## src/logic/cbfg_defs.svh

```systemverilog
// Constants for the chopper blanking and fault guard block.
`ifndef CBFG_DEFS_SVH
`define CBFG_DEFS_SVH

// ------------------------------------------------------------
// Register map (byte addresses)
// ------------------------------------------------------------
`define CBFG_ADDR_CTRL 12'h000
`define CBFG_ADDR_STATUS 12'h004
`define CBFG_ADDR_CNT 12'h008
`define CBFG_ADDR_COIL 12'h00C

// ------------------------------------------------------------
// Control register fields
// ------------------------------------------------------------
`define CBFG_CTRL_CLR_BIT 0
`define CBFG_CTRL_RESET 32'h0000_0000

// ------------------------------------------------------------
// Blanking times in ns and fault figures
// ------------------------------------------------------------
`define CBFG_BLANK_T0_NS 600
`define CBFG_BLANK_T1_NS 900
`define CBFG_BLANK_T2_NS 1200
`define CBFG_BLANK_T3_NS 1500
`define CBFG_CLK_PERIOD_NS 5
`define CBFG_ERR_LIMIT 2'd3
`define CBFG_LOCK_CYCLES 6'd63
`define CBFG_QUIET_CYCLES 7'd64
`define CBFG_ZERO_CURRENT 4'h0

`endif

```

## src/logic/cbfg_pkg.sv

```systemverilog
// Types shared by the chopper blanking and fault guard block.
package cbfg_pkg;
	// Per-bridge fault state.
	typedef enum logic [1:0] {CBFG_RUN, CBFG_CYCLE_OFF, CBFG_LOCKED} cbfg_state_type;
endpackage

```

## src/logic/cbfg_bridge_if.sv

```systemverilog
// Interface carrying one bridge's guard signals between modules.
`timescale 1ns/1ps
`default_nettype none
interface cbfg_bridge_if;
	logic cycle_start; // Chopper cycle start pulse.
	logic oc_event; // Qualified overcurrent event pulse.
	logic clear; // Flag and counter clear pulse.
	logic off; // Bridge forced off.
	logic flag; // Error flag.
	logic [1:0] count; // Error counter.
	modport guard (input cycle_start, oc_event, clear, output off, flag, count);
	modport ctrl (output cycle_start, oc_event, clear, input off, flag, count);
endinterface
`default_nettype wire

```

## src/logic/cbfg_blank_timer.sv

```systemverilog
// Blanking pulse generator started by each bridge switching event.
`timescale 1ns/1ps
`default_nettype none
`include "cbfg_defs.svh"
module cbfg_blank_timer import cbfg_pkg::*; #(
	parameter int CW = 9 // Counter width.
) (
	input wire logic pclk, // System clock.
	input wire logic presetn, // Asynchronous reset, active low.
	input wire logic sw_event, // Switching event pulse.
	input wire logic [CW-1:0] length, // Blank length in cycles.
	output logic blank // Blanking pulse.
);
	logic [CW-1:0] cnt_r; // Remaining blank cycles.

	// ------------------------------------------------------------
	// Blank counter
	// ------------------------------------------------------------
	// A switching event restarts the window; it then counts down.
	always_ff @(posedge pclk or negedge presetn) begin
		if (!presetn) begin
			cnt_r <= '0;
		end else if (sw_event) begin
			cnt_r <= length;
		end else if (cnt_r != '0) begin
			cnt_r <= cnt_r - 1'b1;
		end
	end

	// Blanking is active while counting or on the event itself.
	assign blank = sw_event || (cnt_r != '0);
endmodule
`default_nettype wire

```

## src/logic/cbfg_fault_counter.sv

```systemverilog
// Overcurrent error counter, lock-off and flag for one detector.
`timescale 1ns/1ps
`default_nettype none
`include "cbfg_defs.svh"
module cbfg_fault_counter import cbfg_pkg::*; (
	input wire logic pclk, // System clock.
	input wire logic presetn, // Asynchronous reset, active low.
	cbfg_bridge_if.guard br // Guard signals.
);
	cbfg_state_type state_r; // Fault state.
	logic [1:0] cnt_r; // Error count.
	logic [5:0] lock_r; // Lock cycles left.
	logic [6:0] quiet_r; // Cycles without overcurrent.
	logic flag_r; // Error flag.

	// ------------------------------------------------------------
	// Error counter
	// ------------------------------------------------------------
	// Counts events, saturates at the limit, clears after a quiet run.
	always_ff @(posedge pclk or negedge presetn) begin
		if (!presetn) begin
			cnt_r <= '0;
		end else if (br.oc_event) begin
			if (cnt_r != `CBFG_ERR_LIMIT) begin
				cnt_r <= cnt_r + 1'b1;
			end
		end else if (br.clear) begin
			cnt_r <= '0;
		end else if (br.cycle_start && quiet_r >= `CBFG_QUIET_CYCLES) begin
			cnt_r <= '0;
		end
	end

	// Quiet cycle counter, restarted by each overcurrent event.
	always_ff @(posedge pclk or negedge presetn) begin
		if (!presetn) begin
			quiet_r <= '0;
		end else if (br.oc_event) begin
			quiet_r <= '0;
		end else if (br.cycle_start && quiet_r != 7'h7F) begin
			quiet_r <= quiet_r + 1'b1;
		end
	end

	// ------------------------------------------------------------
	// Off state machine and flag
	// ------------------------------------------------------------
	always_ff @(posedge pclk or negedge presetn) begin
		if (!presetn) begin
			state_r <= CBFG_RUN;
			lock_r <= '0;
		end else begin
			case (state_r)
				CBFG_RUN: begin
					if (br.oc_event && cnt_r == `CBFG_ERR_LIMIT - 2'd1) begin
						state_r <= CBFG_LOCKED;
						lock_r <= `CBFG_LOCK_CYCLES;
					end else if (br.oc_event) begin
						state_r <= CBFG_CYCLE_OFF;
					end
				end
				CBFG_CYCLE_OFF: begin
					if (br.cycle_start) begin
						state_r <= CBFG_RUN;
					end
				end
				CBFG_LOCKED: begin
					if (br.clear) begin
						state_r <= CBFG_RUN;
					end else if (br.cycle_start) begin
						if (lock_r == 6'd1) begin
							state_r <= CBFG_RUN;
						end
						lock_r <= lock_r - 6'd1;
					end
				end
				default: begin
					state_r <= CBFG_RUN;
				end
			endcase
		end
	end

	// Error flag: a new lock wins over a clear in the same cycle.
	always_ff @(posedge pclk or negedge presetn) begin
		if (!presetn) begin
			flag_r <= 1'b0;
		end else if (br.oc_event && cnt_r >= `CBFG_ERR_LIMIT - 2'd1) begin
			flag_r <= 1'b1;
		end else if (br.clear) begin
			flag_r <= 1'b0;
		end
	end

	assign br.off = (state_r != CBFG_RUN);
	assign br.flag = flag_r;
	assign br.count = cnt_r;
endmodule
`default_nettype wire

```

## src/logic/cbfg_guard.sv

```systemverilog
// Top of the chopper blanking and overcurrent/overtemperature guard.
// Summary of operation
// - Two straps pick one of four blank times.
// - Each switching event starts a blanking pulse.
// - Low-side overcurrent ends cycle, bridge off.
// - Each overcurrent adds one to counter, saturating at three.
// - Count three locks bridge 63 cycles, flag.
// - Over 63 quiet cycles clears the counter.
// - Counter per low-side bridge plus high side.
// - Detection ignored during own bridge blanking.
// - High-side overcurrent turns both bridges off.
// - High-side blanking is OR of both.
// - Flags clear on re-enable or zero command.
// - Clearing flag also ends pending lock.
// - Overtemperature turns all off, sets flag.
// - Disable input above threshold disables driver.
`timescale 1ns/1ps
`default_nettype none
`include "cbfg_defs.svh"
module cbfg_guard import cbfg_pkg::*; #(
	parameter int BW = 9 // Blank counter width.
) (
	input wire logic pclk, // System clock.
	input wire logic presetn, // Asynchronous reset, active low.
	input wire logic psel, // APB select.
	input wire logic penable, // APB enable.
	input wire logic pwrite, // APB write.
	input wire logic [11:0] paddr, // APB address.
	input wire logic [31:0] pwdata, // APB write data.
	output logic [31:0] prdata, // APB read data.
	output logic pready, // APB ready.
	output logic pslverr, // APB error.
	input wire logic blank_select_low, // Blank strap low bit.
	input wire logic blank_select_high, // Blank strap high bit.
	input wire logic driver_disable_input, // Disable comparator, high disables.
	input wire logic cycle_start, // Chopper oscillator cycle start pulse.
	input wire logic [1:0] sw_event, // Switching event per bridge.
	input wire logic [1:0] ls_over, // Low-side sense above limit per bridge.
	input wire logic hs_over, // High-side sense above limit.
	input wire logic overtemp, // Overtemperature comparator.
	input wire logic cmd_valid, // Current command pulse.
	input wire logic [3:0] coil_a_word, // Coil A current word.
	input wire logic [3:0] coil_b_word, // Coil B current word.
	output logic [1:0] bridge_off, // Bridge forced off per bridge.
	output logic [2:0] err_flags, // Error flags A, B, high side.
	output logic overtemp_flag // Overtemperature flag.
);
	logic [BW-1:0] blank_len_r; // Strap-derived blank length.
	logic [1:0] blank; // Blanking per bridge.
	logic hs_blank; // High-side blanking window.
	logic dis_d_r; // Delayed disable input.
	logic sw_clear_r; // Software clear pulse.
	logic clear; // Combined flag clear.
	logic [3:0] last_a_r; // Last coil A word.
	logic [3:0] last_b_r; // Last coil B word.
	cbfg_bridge_if fa(); // Bridge A guard.
	cbfg_bridge_if fb(); // Bridge B guard.
	cbfg_bridge_if fh(); // High-side guard.

	// Converts ns to whole cycles, rounded up.
	function automatic logic [BW-1:0] ns_to_cyc(input int ns);
		ns_to_cyc = BW'((ns + `CBFG_CLK_PERIOD_NS - 1) / `CBFG_CLK_PERIOD_NS);
	endfunction

	// ------------------------------------------------------------
	// Blank time selection
	// ------------------------------------------------------------
	// Straps are sampled every clock after reset release.
	always_ff @(posedge pclk or negedge presetn) begin
		if (!presetn) begin
			blank_len_r <= '0;
		end else begin
			case ({blank_select_high, blank_select_low})
				2'b00: blank_len_r <= ns_to_cyc(`CBFG_BLANK_T0_NS);
				2'b01: blank_len_r <= ns_to_cyc(`CBFG_BLANK_T1_NS);
				2'b10: blank_len_r <= ns_to_cyc(`CBFG_BLANK_T2_NS);
				default: blank_len_r <= ns_to_cyc(`CBFG_BLANK_T3_NS);
			endcase
		end
	end

	// One blank timer per bridge.
	cbfg_blank_timer #(.CW(BW)) u_blank_a (
		.pclk(pclk),
		.presetn(presetn),
		.sw_event(sw_event[0]),
		.length(blank_len_r),
		.blank(blank[0])
	);
	cbfg_blank_timer #(.CW(BW)) u_blank_b (
		.pclk(pclk),
		.presetn(presetn),
		.sw_event(sw_event[1]),
		.length(blank_len_r),
		.blank(blank[1])
	);

	assign hs_blank = blank[0] | blank[1];

	// ------------------------------------------------------------
	// Flag clearing
	// ------------------------------------------------------------
	// Track disable input and the last command words.
	always_ff @(posedge pclk or negedge presetn) begin
		if (!presetn) begin
			dis_d_r <= 1'b0;
		end else begin
			dis_d_r <= driver_disable_input;
		end
	end

	always_ff @(posedge pclk or negedge presetn) begin
		if (!presetn) begin
			last_a_r <= '0;
			last_b_r <= '0;
		end else if (cmd_valid) begin
			last_a_r <= coil_a_word;
			last_b_r <= coil_b_word;
		end
	end

	// Clear on re-enable (falling disable), zero command or software.
	assign clear = (dis_d_r && !driver_disable_input) || sw_clear_r ||
		(cmd_valid && coil_a_word == `CBFG_ZERO_CURRENT &&
		coil_b_word == `CBFG_ZERO_CURRENT);

	// ------------------------------------------------------------
	// Fault counters
	// ------------------------------------------------------------
	// Qualified events ignore the bridge's own blanking.
	assign fa.oc_event = ls_over[0] & ~blank[0] & ~fa.off;
	assign fb.oc_event = ls_over[1] & ~blank[1] & ~fb.off;
	assign fh.oc_event = hs_over & ~hs_blank & ~fh.off;
	assign fa.cycle_start = cycle_start;
	assign fb.cycle_start = cycle_start;
	assign fh.cycle_start = cycle_start;
	assign fa.clear = clear;
	assign fb.clear = clear;
	assign fh.clear = clear;

	// Separate counters for each low side and the high side.
	cbfg_fault_counter u_cnt_a (.pclk(pclk), .presetn(presetn), .br(fa));
	cbfg_fault_counter u_cnt_b (.pclk(pclk), .presetn(presetn), .br(fb));
	cbfg_fault_counter u_cnt_h (.pclk(pclk), .presetn(presetn), .br(fh));

	// ------------------------------------------------------------
	// Outputs
	// ------------------------------------------------------------
	// Bridges are off for own faults, high-side faults, heat or disable.
	always_ff @(posedge pclk or negedge presetn) begin
		if (!presetn) begin
			bridge_off <= 2'b11;
		end else begin
			bridge_off[0] <= fa.off | fa.oc_event | fh.off | fh.oc_event |
				overtemp | driver_disable_input;
			bridge_off[1] <= fb.off | fb.oc_event | fh.off | fh.oc_event |
				overtemp | driver_disable_input;
		end
	end

	// Flags follow the counters; overtemperature is live.
	always_ff @(posedge pclk or negedge presetn) begin
		if (!presetn) begin
			err_flags <= '0;
			overtemp_flag <= 1'b0;
		end else begin
			err_flags <= {fh.flag, fb.flag, fa.flag};
			overtemp_flag <= overtemp;
		end
	end

	// ------------------------------------------------------------
	// APB slave
	// ------------------------------------------------------------
	// Zero-wait slave; pready high in every access phase.
	always_ff @(posedge pclk or negedge presetn) begin
		if (!presetn) begin
			pready <= 1'b0;
		end else begin
			pready <= psel && !penable;
		end
	end

	// Write to control clear bit issues a clear pulse.
	// The write lands only at the access edge, where pready is seen high.
	always_ff @(posedge pclk or negedge presetn) begin
		if (!presetn) begin
			sw_clear_r <= 1'b0;
		end else begin
			sw_clear_r <= psel && penable && pready && pwrite &&
				paddr == `CBFG_ADDR_CTRL && pwdata[`CBFG_CTRL_CLR_BIT];
		end
	end

	// Read data and error answer are registered in the setup cycle.
	always_ff @(posedge pclk or negedge presetn) begin
		if (!presetn) begin
			prdata <= '0;
			pslverr <= 1'b0;
		end else if (psel && !penable) begin
			pslverr <= 1'b0;
			prdata <= '0;
			case (paddr)
				`CBFG_ADDR_CTRL: prdata <= `CBFG_CTRL_RESET;
				`CBFG_ADDR_STATUS: prdata <= {24'h00_0000, blank_select_high,
					blank_select_low, overtemp, fh.flag, fb.flag, fa.flag,
					bridge_off};
				`CBFG_ADDR_CNT: prdata <= {26'h000_0000, fh.count, fb.count, fa.count};
				`CBFG_ADDR_COIL: prdata <= {24'h00_0000, last_b_r, last_a_r};
				default: pslverr <= 1'b1;
			endcase
		end
	end
endmodule
`default_nettype wire

```

## config.mk

```make
export PLATFORM = sky130hd
export DESIGN_NAME = cbfg_guard
export DESIGN_NICKNAME = d
export VERILOG_FILES = /design/src/logic/cbfg_pkg.sv /design/src/logic/cbfg_bridge_if.sv /design/src/logic/cbfg_blank_timer.sv /design/src/logic/cbfg_fault_counter.sv /design/src/logic/cbfg_guard.sv
export VERILOG_INCLUDE_DIRS = /design/src /design/src/logic
export SDC_FILE = /design/constraint.sdc
export NUM_CORES = 1
export LEC_CHECK = 0
export BUFFER_PORTS_ARGS = -buffer_cell sky130_fd_sc_hd__buf_2
export CORE_MARGIN = 5
export CORE_UTILIZATION = 45
export DETAILED_ROUTE_END_ITERATION = 12
export HOLD_SLACK_MARGIN = 0.15
export PLACE_DENSITY = 0.67
export SETUP_SLACK_MARGIN = 0.1
export SLEW_MARGIN = 25
export SYNTH_ARGS = -nofsm -noshare
export SYNTH_HDL_FRONTEND = slang
export SYNTH_SLANG_ARGS = --single-unit
export TNS_END_PERCENT = 5
```

## constraint.sdc

```tcl
create_clock -name pclk -period 2.9 [get_ports pclk]
set_clock_uncertainty 0.05 [all_clocks]
set_input_delay 0.435 -clock pclk [delete_from_list [all_inputs] [get_ports pclk]]
set_output_delay 0.435 -clock pclk [all_outputs]
set_load 0.005 [all_outputs]
```

# After elaboration in Yosys (flattened, before gate mapping)
# Index checks and enable logic that the tools add are counted.
# word_totals
out_inout_bits	40
elab_cells	238
input_bits	68
regBits	131
# classes
order_cmp	6
n_addsub	11
n_bitwise	23
n_mux	60
n_eq_ne	47
n_reduce_logical	63
# ops
op	n
2-bit two-way mux	28
6-bit two-way mux	9
7-bit two-way mux	6
9-bit two-way mux	4
6-bit case mux with 2 select lines	3
2-bit nonzero test	14
9-bit case mux with 3 select lines	1
12-bit by 4-bit equality test with 1-bit output, second input constant	2
2-bit inequality test, second input constant	12
8-bit case mux with 3 select lines	1
4-bit AND reduction	6
7-bit by 1-bit adder with 7-bit output, second input constant	3
7-bit >= comparator, second input constant	3
1-bit logical AND	21
7-bit inequality test, second input constant	3
6-bit by 1-bit equality test with 1-bit output, second input constant	3
3-bit by 2-bit inequality test with 1-bit output, second input constant	6
2-bit case mux with 3 select lines	3
9-bit nonzero test	2
6-bit by 1-bit subtractor with 6-bit output, second input constant	3
9-bit by 1-bit subtractor with 9-bit output, second input constant	2
2-bit equality test, second input constant	7
12-bit by 3-bit equality test with 1-bit output, second input constant	1
12-bit zero test	1
16 further kinds	66

# Logic depth before layout (Yosys ltp)
# logic_depth
ltp_word	10
depth_mapped	9
mapped_depth_nobuf	7

# Cells and area by module
# A second synthesis with hierarchy kept.
# unflattened
hier_cells	569
area_unflattened_um2	5888.1
# modules_own_cells
module	cells_each	seq_area_each_um2	area_per_inst_um2	n_inst
cbfg_fault_counter at u_cnt_a ...	101	450.4	1016.0	2
cbfg_guard	141	828.3	1665.3	1
cbfg_blank_timer	60	225.2	549.3	2
cbfg_fault_counter at u_cnt_b	106	450.4	1092.3	1

# Worst setup path before layout
# OpenSTA, ideal clock, no wires.
# synth_path
path_type	register to register
start	register u_blank_a.cnt_r[0]
end	register u_cnt_h.state_r[0]
n_path_buf	1
arrival_ps	2186
setup_time_ps	78
required_time_ps	2772
period_less_slack_ps	2314
path_stages_with_launch	8
setup_slack_ps	586
cell_sequence	dfrtp_1 -> inv_1 -> ha_1 -> or4b_4 -> or3_1 -> buf_6 -> or4_1 -> a21oi_1
# synth_between
elab_chain_len	9
word_cells_on_any_way	11
classes_between	eq/ne: 1; mux: 2; bitwise: 4; reduce/logical: 4
# synth_lines
item	line_no	text
start: declaration	cbfg_blank_timer.sv:14	logic [CW-1:0] cnt_r;
start signal: assignment	cbfg_blank_timer.sv:24	cnt_r <= length;
start signal: assignment	cbfg_blank_timer.sv:26	cnt_r <= cnt_r - 1'b1;
9-bit nonzero test *	cbfg_blank_timer.sv:31	assign blank = sw_event || (cnt_r != '0);
1-bit logical OR *	cbfg_blank_timer.sv:31	
1-bit OR *	cbfg_guard.sv:98	assign hs_blank = blank[0] | blank[1];
1-bit NOT *	cbfg_guard.sv:133	assign fh.oc_event = hs_over & ~hs_blank & ~fh.off;
1-bit AND * (2 in series)	cbfg_guard.sv:133	
1-bit logical AND	cbfg_fault_counter.sv:55	if (br.oc_event && cnt_r == `CBFG_ERR_LIMIT - 2'd1) begin
3-bit by 2-bit inequality test with 1-bit output (no source line) / 2-bit two-way mux (equally long branches)	n/a	
4-bit AND reduction (no source line) / 2-bit case mux with 3 select lines (equally long branches)	n/a	
end signal: assignment	cbfg_fault_counter.sv:56	state_r <= CBFG_LOCKED;
end signal: assignment	cbfg_fault_counter.sv:59	state_r <= CBFG_CYCLE_OFF;
end signal: assignment	cbfg_fault_counter.sv:64	state_r <= CBFG_RUN;
end: declaration	cbfg_fault_counter.sv:10	cbfg_state_type state_r;
# Mark *: on every way between the ends. The rest lies on a longest branch, timed or not.
# A chain may end at the register's enable or synchronous reset.

# Final worst setup path
# layout_path
start	register u_blank_a.cnt_r[0]
end	register u_cnt_h.cnt_r[0] (netlist: u_cnt_h.br.count[0])
# layout_between
elab_chain_len	8
word_cells_on_any_way	10
classes_between	eq/ne: 1; mux: 1; bitwise: 4; reduce/logical: 4
# layout_lines
item	line_no	text
9-bit nonzero test *	cbfg_blank_timer.sv:31	
1-bit logical OR *	cbfg_blank_timer.sv:31	
1-bit OR *	cbfg_guard.sv:98	
1-bit NOT *	cbfg_guard.sv:133	
1-bit AND * (2 in series)	cbfg_guard.sv:133	
2-bit by 1-bit inequality test with 1-bit output (no source line) / 3-bit nonzero test (equally long branches)	n/a	
2-bit AND reduction (no source line)	n/a	
end signal: assignment	cbfg_fault_counter.sv:25	cnt_r <= cnt_r + 1'b1;
end: declaration	cbfg_fault_counter.sv:11	logic [1:0] cnt_r;
# Marked as above.

==> results.tsv <==
metric	value	unit
power_density	586	nW/um^2
crit_required	3.07	ns
avgSynthCellArea	9.97	um^2
post-route-period-util	0.893	
grt_util_all_layers	0.170	
final_common_cell	dfrtp_1	
preCtsSetupSlack	0.305	ns
clk_path_buf_depth	2	
ys_ff_latch	105	
dieArea	14300	um^2
p_leak	2.91	nW
numCtsBuffers	9	
clock-root-buffer	clkbuf_16	
area_growth	11.9	%
cts_resized	0	
num_vias	4094	
ff2ff_setup_slack	0.31	ns
synthCells	541	
fmax	386	MHz
path_class	reg2reg	
worstMarginPinSlew	0.633	ns
gr-total-overflow	0	
synth_area	5390	um^2
finalWorstSetupSlack	0.310	ns
core-area	11900	um^2
dpl.hpwl	8.51	mm
drtPass1Iterations	5	
wire_per_inst	15.3	um
nNetsFinal	687	
htree_levels	3	
synth-seq-area-share	0.488	
cts_tree	built	
synth_cell_types	56	
ys.flop_type	dfrtp_1	
end_kind	register	
rows	40	
antenna_cells	0	
final-max-slew-violation-count	0	
status	finished, final reports clean	
yosys_warnings	0	
cts_sinks	105	
start_kind	register	
hold_path.class	in2reg	
fp.dieH	119	um
synthArstFlopShare	1.00	
setup-tns-final	0	ns
grt_pass1_wl	19.7	mm
arrival	2.76	ns
place_area	5750	um^2
postRouteAntennaNets	0	
relSlewSlack	0.575	
hold_violations	0	
postCtsSetupBuffers	0	
wirelength	11.5	mm
first_global_vias	3997	
drc_errors	0	
rsz0062_at_grt	no	
via_per_inst	5.46	
setup-violations-final	0	
finalWeightedCongestion	0.863	
antenna_found_initial	0	
drt_iter0_markers	242	
peakVddDrop	0.270	mV
clkLatencyLatePin	0.34	ns
cap_violations	0	
ios	108	
die_x	119	um
synth_edf_count	0	
post-route-min-period	2.59	ns
initial_core_util	0.455	
fin_area	6030	um^2
layout_common_cells	dfrtp_1, nor2_1, buf_2, nand2_1, inv_1	
port_buffers	52	
crit_path_max_fanout	8	
grt_max_degree	45	
drive_gt1_frac	0.171	
clk_pin_slew	0.07	ns
-- kinds of logic after synthesis --
kind of cell | after synthesis | synth area share
multiplexers | 21 | 0.0425
AND/OR/NAND/NOR | 213 | 0.205
buffers and inverters | 68 | 0.0680
other | 2 | 0.00139
adder cells (fa/ha/maj) | 21 | 0.0487
XOR/XNOR | 27 | 0.0439
AO/OA/AOI/OAI | 84 | 0.103
flip-flops | 105 | 0.488
-- registers in the layout (all words and copies together) (netlist names), 3 cells and up --
| register | flops |
|---|---|
| u_cnt_h.quiet_r | 7 |
| u_cnt_b.quiet_r | 7 |
| last_b_r | 4 |
| u_cnt_b.lock_r | 6 |
| blank_len_r | 7 |
| u_blank_b.cnt_r | 9 |
| prdata | 8 |
| last_a_r | 4 |
| u_cnt_h.lock_r | 6 |
| u_cnt_a.quiet_r | 7 |
| u_blank_a.cnt_r | 9 |
| u_cnt_a.lock_r | 6 |
| err_flags | 3 |
-- cells in the mapped netlist, types with 3 or more instances --
| master | number | area (um^2) |
|---|---|---|
| and3_1 | 10 | 62.6 |
| nor2b_1 | 5 | 31.3 |
| mux2i_1 | 6 | 60.1 |
| nand4_1 | 15 | 93.8 |
| mux2_2 | 15 | 169 |
| buf_4 | 25 | 188 |
| or3_1 | 4 | 25.0 |
| o31ai_1 | 3 | 22.5 |
| a41oi_1 | 6 | 52.6 |
| dfrtp_1 | 103 | 2580 |
| inv_1 | 28 | 105 |
| nor4b_1 | 3 | 26.3 |
| a21oi_1 | 17 | 85.1 |
| a211oi_1 | 6 | 45.0 |
| and2_1 | 4 | 25.0 |
| nor4_1 | 7 | 43.8 |
| a22oi_1 | 6 | 45.0 |
| xnor2_1 | 5 | 43.8 |
| or3b_2 | 3 | 26.3 |
| ha_1 | 21 | 263 |
| a21o_1 | 4 | 30.0 |
| xor2_1 | 22 | 193 |
| nor2_1 | 52 | 195 |
| nand3_1 | 21 | 105 |
| or4_1 | 3 | 22.5 |
| nand2_1 | 48 | 180 |
| o21ai_0 | 24 | 120 |
| nand4b_1 | 8 | 70.1 |
| nor3_1 | 20 | 100 |
| clkbuf_1 | 11 | 41.3 |
-- per-stage QoR --
stage | hold WS [ns] | utilization | std cells | power [W]
floorplan | 0.0894 | - | 564 | 0.00226
CTS | 0.207 | 0.509 | 750 | 0.00357
global placement | 0.344 | 0.485 | 733 | 0.00240
global route | 0.200 | 0.509 | 750 | 0.00376
finish | 0.219 | 0.509 | 750 | 0.00354
detailed placement | 0.345 | 0.485 | 733 | 0.00243
-- worst paths after layout --
kind,startpoint,endpoint,cells after the start
setup reg to reg,u_blank_a.cnt_r[0],u_cnt_h.br.count[0],7
hold reg to reg,u_cnt_a.br.flag,err_flags[0],0
hold / removal,overtemp,overtemp_flag,1
max in group asynchronous,presetn,bridge_off[1],3
setup / recovery,u_blank_a.cnt_r[0],u_cnt_h.br.count[0],7
min in group asynchronous,presetn,u_cnt_a.quiet_r[3],2
-- critical path: stages, from the launching register on --
cell	delay (ns)
dfrtp_1	0.39
inv_1	0.10
ha_1	0.20
or4b_4	0.49
or3_1	0.52
nor4_4	0.44
nand4b_1	0.19
nand3_1	0.09
-- per-layer routing --
layer | vias to the layer above | track usage | share of wire
li1 | 1979 | - | -
met1 | 1971 | 0.240 | 0.46
met2 | 135 | 0.261 | 0.47
met3 | 9 | 0.0323 | 0.058
met4 | 0 | 0.0651 | 0.018
met5 | - | 0 | 0
-- cell type report --
class                      instances  area, um^2
clock inverter                     6        42.5
timing repair buffer              63         360
sequential                       105        2630
inverter                          28         105
clock buffer                      10         229
multi-input combinational        391        2480
tap                              147         184
fill                            1051        5830
-- power by group --
group	internal, W	switching [W]	leakage [nW]
sequential	0.00166	0.000184	1.34
clock	0.000585	0.000544	0.129
combinational	0.000261	0.000300	1.44
total	0.00251	0.00103	2.91
-- what timing repair did --
item / in CTS / in global routing
hold buffers: 1 / 0
endpoints found under the hold margin: 27 / 0
endpoints found under the setup margin: 0 / 0
Note: power is estimated with default switching activity, not from simulation.
